[config.mk]
export PLATFORM = sky130hd
export DESIGN_NAME = vrcr_top
export DESIGN_NICKNAME = d
export VERILOG_FILES = /design/src/inc/vrcr_pkg.sv /design/src/core/vrcr_level.sv /design/src/core/vrcr_top.sv
export SDC_FILE = /design/constraint.sdc
export NUM_CORES = 1
export LEC_CHECK = 0
export BUFFER_PORTS_ARGS = -buffer_cell sky130_fd_sc_hd__buf_4
export CAP_MARGIN = 5
export CORE_MARGIN = 3
export CORE_UTILIZATION = 30
export DETAILED_ROUTE_END_ITERATION = 8
export SLEW_MARGIN = 5
export SYNTH_ARGS = -nofsm -noshare
export SYNTH_HDL_FRONTEND = slang
export SYNTH_HIERARCHICAL = 1
export SYNTH_SLANG_ARGS = --single-unit
[constraint.sdc]
create_clock -name ref_clk -period 2.15 [get_ports ref_clk]
set_input_delay 0.3225 -clock ref_clk [delete_from_list [all_inputs] [get_ports ref_clk]]
set_output_delay 0.3225 -clock ref_clk [all_outputs]
set_load 0.03 [all_outputs]
[src/inc/vrcr_pkg.sv]
// Summary of operation
// - one 8-bit read/write control register at F53h, all bits zero after reset.
// - bit 7 powers the reference circuit on when one, down when zero.
// - bit 6 connects the reference level to the shared analog pin when set.
// - with bit 6 set, the pin direction bit is ignored; pin is reference output.
// - bit 5 one gives low range (steps of 1/24), zero gives high range.
// - bit 4 one takes span from external reference pins, zero from analog supply.
// - bits 3..0 hold a level code 0..15 picking one of 16 levels.
// - high range output is one quarter span plus code times span over 32.
package vrcr_pkg;

	localparam int          REG_ADDR_W      = 12;
	localparam int          REG_DATA_W      = 8;
	localparam logic [11:0] CTRL_OFFSET     = 12'hF53;
	localparam logic [7:0]  CTRL_RESET      = 8'h00;
	localparam logic [7:0]  READ_UNMAPPED   = 8'h00;

	localparam int          POWER_BIT       = 7;
	localparam int          PIN_OE_BIT      = 6;
	localparam int          RANGE_BIT       = 5;
	localparam int          SOURCE_BIT      = 4;
	localparam int          CODE_MSB        = 3;
	localparam int          CODE_LSB        = 0;
	localparam int          CODE_W          = 4;

	// level expressed in 96ths of the source span
	localparam int          LOW_DIV         = 24;
	localparam int          HIGH_DIV        = 32;
	localparam int          BASE_DIV        = 4;
	localparam int          LEVEL_DEN       = 96;
	localparam int          LOW_STEP        = LEVEL_DEN / LOW_DIV;
	localparam int          HIGH_STEP       = LEVEL_DEN / HIGH_DIV;
	localparam int          HIGH_BASE       = LEVEL_DEN / BASE_DIV;
	localparam int          LEVEL_W         = 7;

	typedef struct packed {
		logic                 power_en;
		logic                 pin_out_en;
		logic                 range_low;
		logic                 source_ext;
		logic [CODE_W-1:0]    level_code;
	} vrcr_ctrl_t;

	typedef struct packed {
		logic [REG_ADDR_W-1:0] addr;
		logic [REG_DATA_W-1:0] wdata;
		logic                  wr;
		logic                  rd;
	} vrcr_req_t;

	function automatic logic [LEVEL_W-1:0] level_of(input vrcr_ctrl_t c);
		logic [LEVEL_W-1:0] lvl;
		lvl = '0;
		if (c.range_low)
			lvl = LEVEL_W'(int'(c.level_code) * LOW_STEP);
		else
			lvl = LEVEL_W'(HIGH_BASE + int'(c.level_code) * HIGH_STEP);
		return lvl;
	endfunction

endpackage

[src/core/vrcr_level.sv]
`timescale 1ns/1ns
module vrcr_level #(
	parameter int LEVEL_W = vrcr_pkg::LEVEL_W
) (
	input  wire logic               ref_clk,
	input  wire logic               rst_n,
	input  wire logic               clk_en,
	input  wire logic               load,
	input  wire vrcr_pkg::vrcr_ctrl_t ctrl_d,
	output logic [LEVEL_W-1:0]      level_q,
	output logic                    source_ext_q
);

	logic [LEVEL_W-1:0] level_d;

	// level in 96ths of span, range picks base and step
	always_comb
	begin
		level_d = LEVEL_W'(vrcr_pkg::level_of(ctrl_d));
	end

	always_ff @(posedge ref_clk or negedge rst_n)
	begin
		if (!rst_n)
			level_q <= LEVEL_W'(vrcr_pkg::HIGH_BASE);
		else if (clk_en && load)
			level_q <= level_d;
	end

	always_ff @(posedge ref_clk or negedge rst_n)
	begin
		if (!rst_n)
			source_ext_q <= 1'b0;
		else if (clk_en && load)
			source_ext_q <= ctrl_d.source_ext;
	end

endmodule // vrcr_level

[src/core/vrcr_top.sv]
`timescale 1ns/1ns
module vrcr_top #(
	parameter int ADDR_W  = vrcr_pkg::REG_ADDR_W,
	parameter int DATA_W  = vrcr_pkg::REG_DATA_W,
	parameter int LEVEL_W = vrcr_pkg::LEVEL_W
) (
	input  wire logic               ref_clk,
	input  wire logic               rst_n,
	input  wire logic               clk_en,
	input  wire logic [ADDR_W-1:0]  reg_addr,
	input  wire logic [DATA_W-1:0]  reg_wdata,
	input  wire logic               reg_wr,
	input  wire logic               reg_rd,
	output logic [DATA_W-1:0]       reg_rdata,
	input  wire logic               port_direction_bit,
	input  wire logic               port_out_data,
	input  wire logic               pin_i,
	output logic                    pin_o,
	output logic                    pin_oe,
	output logic                    pin_in_q,
	output vrcr_pkg::vrcr_ctrl_t    ref_ctrl,
	output logic                    reference_power_enable,
	output logic                    reference_pin_output_enable,
	output logic                    reference_range_select,
	output logic                    reference_source_select,
	output logic [3:0]              reference_level_code,
	output logic                    ref_pin_connect,
	output logic [LEVEL_W-1:0]      reference_output_level,
	output logic                    reference_source_ext
);

	vrcr_pkg::vrcr_req_t  req;
	vrcr_pkg::vrcr_ctrl_t ctrl_q;
	vrcr_pkg::vrcr_ctrl_t ctrl_d;
	logic                 wr_hit;
	logic                 rd_hit;
	logic [DATA_W-1:0]    rdata_q;
	logic                 pin_o_q;
	logic                 pin_in_sample_q;

	function automatic logic addr_hit(input logic [ADDR_W-1:0] a);
		return a == ADDR_W'(vrcr_pkg::CTRL_OFFSET);
	endfunction

	assign req.addr  = reg_addr;
	assign req.wdata = reg_wdata;
	assign req.wr    = reg_wr;
	assign req.rd    = reg_rd;

	// register decode
	always_comb
	begin
		wr_hit = clk_en && req.wr && addr_hit(req.addr);
		rd_hit = clk_en && req.rd && addr_hit(req.addr);
	end

	// next control value, whole byte at once
	always_comb
	begin
		ctrl_d = ctrl_q;
		if (wr_hit)
			ctrl_d = vrcr_pkg::vrcr_ctrl_t'(req.wdata);
	end

	// control register
	always_ff @(posedge ref_clk or negedge rst_n)
	begin
		if (!rst_n)
			ctrl_q <= vrcr_pkg::vrcr_ctrl_t'(vrcr_pkg::CTRL_RESET);
		else if (clk_en)
			ctrl_q <= ctrl_d;
	end

	// read data, valid the cycle after the strobe
	always_ff @(posedge ref_clk or negedge rst_n)
	begin
		if (!rst_n)
			rdata_q <= vrcr_pkg::READ_UNMAPPED;
		else if (clk_en)
		begin
			if (rd_hit)
				rdata_q <= DATA_W'(ctrl_q);
			else
				rdata_q <= vrcr_pkg::READ_UNMAPPED;
		end
	end

	assign reg_rdata = rdata_q;

	// exported control fields
	always_comb
	begin
		ref_ctrl                    = ctrl_q;
		reference_power_enable      = ctrl_q.power_en;
		reference_pin_output_enable = ctrl_q.pin_out_en;
		reference_range_select      = ctrl_q.range_low;
		reference_source_select     = ctrl_q.source_ext;
		reference_level_code        = ctrl_q.level_code;
		ref_pin_connect             = ctrl_q.pin_out_en;
	end

	// digital pin driver, overridden by the reference output
	always_ff @(posedge ref_clk or negedge rst_n)
	begin
		if (!rst_n)
			pin_o_q <= 1'b0;
		else if (clk_en)
			pin_o_q <= port_out_data;
	end

	always_comb
	begin
		pin_o  = pin_o_q;
		pin_oe = !port_direction_bit && !ctrl_q.pin_out_en;
	end

	// digital read of the pin, zero while pin is analog
	always_ff @(posedge ref_clk or negedge rst_n)
	begin
		if (!rst_n)
			pin_in_sample_q <= 1'b0;
		else if (clk_en)
			pin_in_sample_q <= pin_i && !ctrl_q.pin_out_en;
	end

	assign pin_in_q = pin_in_sample_q;

	vrcr_level #(
		.LEVEL_W (LEVEL_W)
	) u_vrcr_level (
		.ref_clk      (ref_clk),
		.rst_n        (rst_n),
		.clk_en       (clk_en),
		.load         (wr_hit),
		.ctrl_d       (ctrl_d),
		.level_q      (reference_output_level),
		.source_ext_q (reference_source_ext)
	);
endmodule // vrcr_top

==> results of run 1 <==
[stage by stage]
stage                     TNS [ps]  hold WS, ps  std cells
after floorplan              -3450         26.9        131
final                        -1630          283        267
after global placement       -3500          248        262
after detailed placement     -3800          250        262
after global routing         -2030          272        267
after CTS                    -1610          275        267
[layer usage]
layer	vias up	routed length, um
met5	-	0
met3	6	269
met4	0	23
met2	43	1770
met1	526	1440
li1	578	-
[registers in the layout (all words and copies together), names as in the netlist]
name	count
reference_range_select	1
u_vrcr_level/source_ext_q	1
reference_power_enable	1
pin_o	1
pin_in_q	1
reference_level_code	4
reference_source_select	1
reg_rdata	8
u_vrcr_level/level_q	7
ref_pin_connect	1
[where the power goes]
group | total [mW] | internal [mW] | switching, mW | leakage, nW
clock network | 0.404 | 0.249 | 0.155 | 0.0357
logic | 0.0947 | 0.0524 | 0.0423 | 0.675
registers | 0.495 | 0.493 | 0.00263 | 0.352
total | 0.994 | 0.794 | 0.200 | 1.06
[what timing repair did]
action	4_1_cts	5_1_grt
endpoints found under the setup margin	5	7
resized for setup	4	1
setup buffers	0	0
endpoints found under the hold margin	24	0
hold buffers	1	0
cloned	0	0
pin swaps	3	1
[cell usage in the layout (no fill, tap or decap), types with 2 or more instances in the layout]
cell type	instances
buf_4	76
buf_6	4
clkbuf_8	3
dfrtp_1	24
dfstp_2	2
ha_1	2
ha_4	2
inv_1	18
inv_2	2
mux2_2	12
mux2_4	3
mux2i_1	3
nand2_1	9
nand2b_2	2
nor2_1	4
o21ai_1	5
o22ai_1	8
[worst max path at each step]
| stage | to | depth (start not counted) | slack (ps) | from |
|---|---|---|---|---|
| floorplan | u_vrcr_level/level_q[3] | 11 | -790 | reg_addr[5] |
| global placement | u_vrcr_level/level_q[3] | 12 | -730 | reg_addr[5] |
| detailed placement | u_vrcr_level/level_q[6] | 12 | -760 | reg_addr[5] |
| CTS | u_vrcr_level/level_q[6] | 12 | -440 | reg_addr[5] |
| global route | u_vrcr_level/level_q[4] | 12 | -520 | reg_addr[5] |
| finish | u_vrcr_level/level_q[3] | 12 | -440 | reg_addr[5] |
[worst register-to-register path: stages (launching register included)]
cell and delay [ps]:
dfrtp_1 440, mux2_4 320, ha_4 280, ha_4 130, inv_2 40, fa_2 510
nor2_1 40, a21oi_1 110, o21ai_1 70
[layout make-up]
cell class	count	area, sq um
clock buffers	3	41.3
clock inverters	1	30.0
fillers	437	2350
inverters	20	75.1
multi-input cells	71	673
flip-flops and latches	26	653
well taps	65	81.3
repair buffers	81	626
==> impl_metrics.tcl, run 1 <==
set metrics [dict create \
    status "complete, but fails checks" \
    violations "negative setup slack" \
    synth_area_sq_mm 0.00146 \
    p_leak_nw 1.06 \
    dpl.hpwl_um 2900 \
    worst_slack_ps -443 \
    rr_worst_depth 8 \
    path_buf_inv 3 \
    grtUsageMet1 0.172 \
    rr_startpoint "reference_level_code[2]" \
    grtUsageMet2 0.220 \
    dp_slack_ps -759 \
    grt-ovfl-total 0 \
    cp_slowest_stage_delay_ps 550 \
    syn-instance-count 131 \
    critPathRequiredTime_ps 2360 \
    die_area_sq_mm 0.00575 \
    finalHoldViolCount 0 \
    slowest_stage "or4b_4" \
    final_core_util 0.481 \
    setup.worst_path.end_class "flop" \
    cts_max_path_buffers 2 \
    placeableCoreArea_sq_mm 0.00453 \
    cts_tree "built" \
    cts.sinks 26 \
    path_class "input port to flop" \
    syn-mean-instance-area_sq_um 11.2 \
    start_util 0.323 \
    path_clk_slew_ps 90 \
    grt_setup_unrepaired "yes" \
    worstPathMaxFanout 7 \
    h-tree-depth 1 \
    route.detailed.wl_per_inst_um 13.1 \
    n_antenna_cell 0 \
    setup_violations 4 \
    worstHoldPathType "input port to flop" \
    portBuffers 63 \
    grt_pass1_wl_um 5910 \
    slew_headroom 0.783 \
    drtAntennaViolNets 0 \
    dr.pass1.iters 4 \
    die_w_um 75.8 \
    cts-root-buf "clkbuf_8" \
    synth_warnings 6 \
    cap_violations 0 \
    routed_wl_um 3500 \
    min_path_cells 2 \
    area_growth_pct 49.0 \
    setup.worst_path.start_class "input port" \
    nets 238 \
    drcViolationCount 0 \
    ir_drop_mv 0.243 \
    min_to "ref_pin_connect" \
    rows 24 \
    post-route-period-util 1.21 \
    grt_start_max_net_pins 27 \
    finalPower_mw 0.994 \
    dpl_cell_area_sq_mm 0.00208 \
    final_cell_area_sq_mm 0.00218 \
    reg2reg_to "u_vrcr_level/level_q[3]" \
    worstPathCellList "buf_6 > or4b_4 > nor4_4 > buf_6 > mux2_4 > ha_4 > ha_4 > inv_2 > fa_2 > nor2_1 > a21oi_1 > o21ai_1" \
    clock_latency_ps 270 \
    power_density_mw_per_mm2 456 \
    num_io_pins 64 \
    via_per_inst 4.32 \
    layout-drive-gt1-share 0.574 \
    fin_crit_ps 2590 \
    worstHoldStart "reg_wdata[6]" \
    vias 1153 \
    die_y_um 75.8 \
    r2r_slack_ps 140 \
    grt.busiest_layer "met2" \
    crit_family "adder cells" \
    drt_iter0_drc 22 \
    max_freq_mhz 386 \
    grt_usage 0.133 \
    use_met3 0.0475 \
    tightest_slew_ps 325 \
    gp_congestion 0.855 \
    fin_skew_ps 2.65 \
    syn_nets 166 \
    drv_slew 0 \
    cts_buffers 3 \
    antenna_found_initial 0 \
    first_global_vias 1223 \
    cp.arrival_ps 2800 \
]
(Power assumes the default switching activity.)
==> run 2: changes to the inputs <==
==> constraint.sdc (replaced) <==
create_clock -name ref_clk -period 2.15 [get_ports ref_clk]
set_input_delay 0.43 -clock ref_clk [delete_from_list [all_inputs] [get_ports ref_clk]]
set_output_delay 0.43 -clock ref_clk [all_outputs]
set_load 0.03 [all_outputs]
==> run 2 against run 1 <==
The run still ends with negative setup slack left. Sequential power is essentially flat. Largest power group unchanged. Flip-flop and latch count is the same. Clock skew shrank 1.7 ps. Hold slack lost 230 ps. Critical path type unchanged. Die area is the same. Combinational power shrank 1%. Global-route usage shrank 0.95 points.
==> impl_metrics.tcl, run 2 (synthesis gave the netlist of run 1 again) <==
set metrics [dict create \
    max_freq_mhz 372 \
    worstPathMaxFanout 6 \
    grt-ovfl-total 0 \
    h-tree-depth 1 \
    dpl_cell_area_sq_mm 0.00209 \
    dr_wl_met2_um 1760 \
    status "complete, but fails checks" \
    vias 1149 \
    dpl.hpwl_um 2900 \
    cp.arrival_ps 2860 \
    p_clk_frac 0.406 \
    grt_setup_unrepaired "yes" \
    antenna_found_initial 0 \
    cts-root-buf "clkbuf_8" \
    via_per_inst 4.26 \
    violations "negative setup slack" \
    finalPower_mw 0.992 \
    dr.pass1.iters 2 \
    num_io_pins 64 \
    die_y_um 75.8 \
    cts_buffers 3 \
    first_global_vias 1174 \
    route.detailed.wl_per_inst_um 12.9 \
    n_antenna_cell 0 \
    tightest_slew_ps 326 \
    worstHoldPathType "input port to async pin" \
    slew_headroom 0.783 \
    routed_wl_um 3490 \
    drt_iter0_drc 17 \
    placeableCoreArea_sq_mm 0.00453 \
    setup.worst_path.end_class "flop" \
    dp.cells 264 \
    fin_crit_ps 2690 \
    grt_usage 0.124 \
    r2r_slack_ps 140 \
    largest_reg_flops 8 \
    top_layer "met3" \
    rr_startpoint "reference_level_code[2]" \
    ir_drop_mv 0.421 \
    post-route-period-util 1.25 \
    grt_pass1_wl_um 5510 \
    area_growth_pct 50.6 \
    cap_violations 0 \
    final_core_util 0.486 \
    start_util 0.323 \
    cts_max_path_buffers 2 \
    dp_slack_ps -886 \
    power_density_mw_per_mm2 450 \
    path_class "input port to flop" \
    rows 24 \
    die_area_sq_mm 0.00575 \
    holdWs_ps 52.6 \
    finalHoldViolCount 0 \
    comb_power_share 0.094 \
    final_common_cell "buf_4" \
    stdcell_count 270 \
    fin_skew_ps 0.955 \
    hold_buffers 0 \
    switching_share 0.201 \
    portBuffers 63 \
    grt_start_max_net_pins 27 \
    m1WireLength_um 1490 \
    cts.sinks 26 \
    critPathRequiredTime_ps 2320 \
    final_cell_mix "buf_4 (79), dfrtp_1 (24), inv_1 (18), mux2_2 (12), nand2_1 (9)" \
    clock_latency_ps 270 \
    layout-drive-gt1-share 0.585 \
    cts_tree "built" \
    setup_violations 5 \
    drv_slew 0 \
    path_clk_slew_ps 90 \
    die_w_um 75.8 \
    p_switching_mw 0.199 \
    drcViolationCount 0 \
    dr_wl_met3_um 242 \
    reg2reg_to "u_vrcr_level/level_q[6]" \
    gp_congestion 0.858 \
    drtAntennaViolNets 0 \
    final_cell_area_sq_mm 0.00220 \
    worst_slack_ps -539 \
    tns_ps -2140 \
    rr_worst_depth 8 \
    p_leak_nw 1.08 \
    setup.worst_path.start_class "input port" \
    nets 241 \
    seq_power_share 0.500 \
    p_int_mw 0.793 \
]
-- run 2: how the worst max path moves through the flow --
stage	startpoint	end	slack (ps)	cells after the start
2_1_floorplan	reg_addr[5]	u_vrcr_level/level_q[3]	-900	11
3_3_place_gp	reg_addr[5]	u_vrcr_level/level_q[3]	-830	12
3_5_place_dp	reg_addr[5]	u_vrcr_level/level_q[6]	-890	12
4_1_cts	reg_addr[5]	u_vrcr_level/level_q[3]	-540	12
5_1_grt	reg_addr[5]	u_vrcr_level/level_q[3]	-610	12
6_report	reg_addr[5]	u_vrcr_level/level_q[6]	-540	12
-- run 2: per-layer routing --
layer / vias up / track usage
met5: - / 0
met4: 0 / 0.0117
met3: 0 / 0.0435
met2: 40 / 0.204
met1: 525 / 0.162
li1: 584 / -
-- run 2: critical path, stage by stage --
cell     delay [ps]
buf_6            90
or4b_4          550
nor4_4          160
buf_6           160
mux2_4          330
ha_4            270
ha_4            120
inv_2            30
fa_2            340
nor2_1          110
nor2_1           60
o41ai_2         200
-- run 2: final cells by class --
class	count	area, sq um
Tap cell	65	81.3
Fill cell	429	2330
Clock buffer	3	41.3
Inverter	20	75.1
Sequential cell	26	653
Multi-Input combinational cell	71	673
Clock inverter	1	30.0
Timing Repair Buffer	84	649
-- run 2: power by group through the flow --
stage / logic (mW) / registers [mW] / clock network [mW]
2_1_floorplan: 0.0188 / 0.513 / 0
3_3_place_gp: 0.0912 / 0.505 / 0
3_5_place_dp: 0.0938 / 0.505 / 0
4_1_cts: 0.0950 / 0.496 / 0.414
5_1_grt: 0.102 / 0.497 / 0.433
6_report: 0.0935 / 0.496 / 0.403
-- run 2: repair_timing --
action	CTS	global route
resized for setup	5	1
buffers inserted	2	1
hold endpoints to repair	0	0
cloned	0	0
pin swaps	1	3
endpoints found under the setup margin	7	5
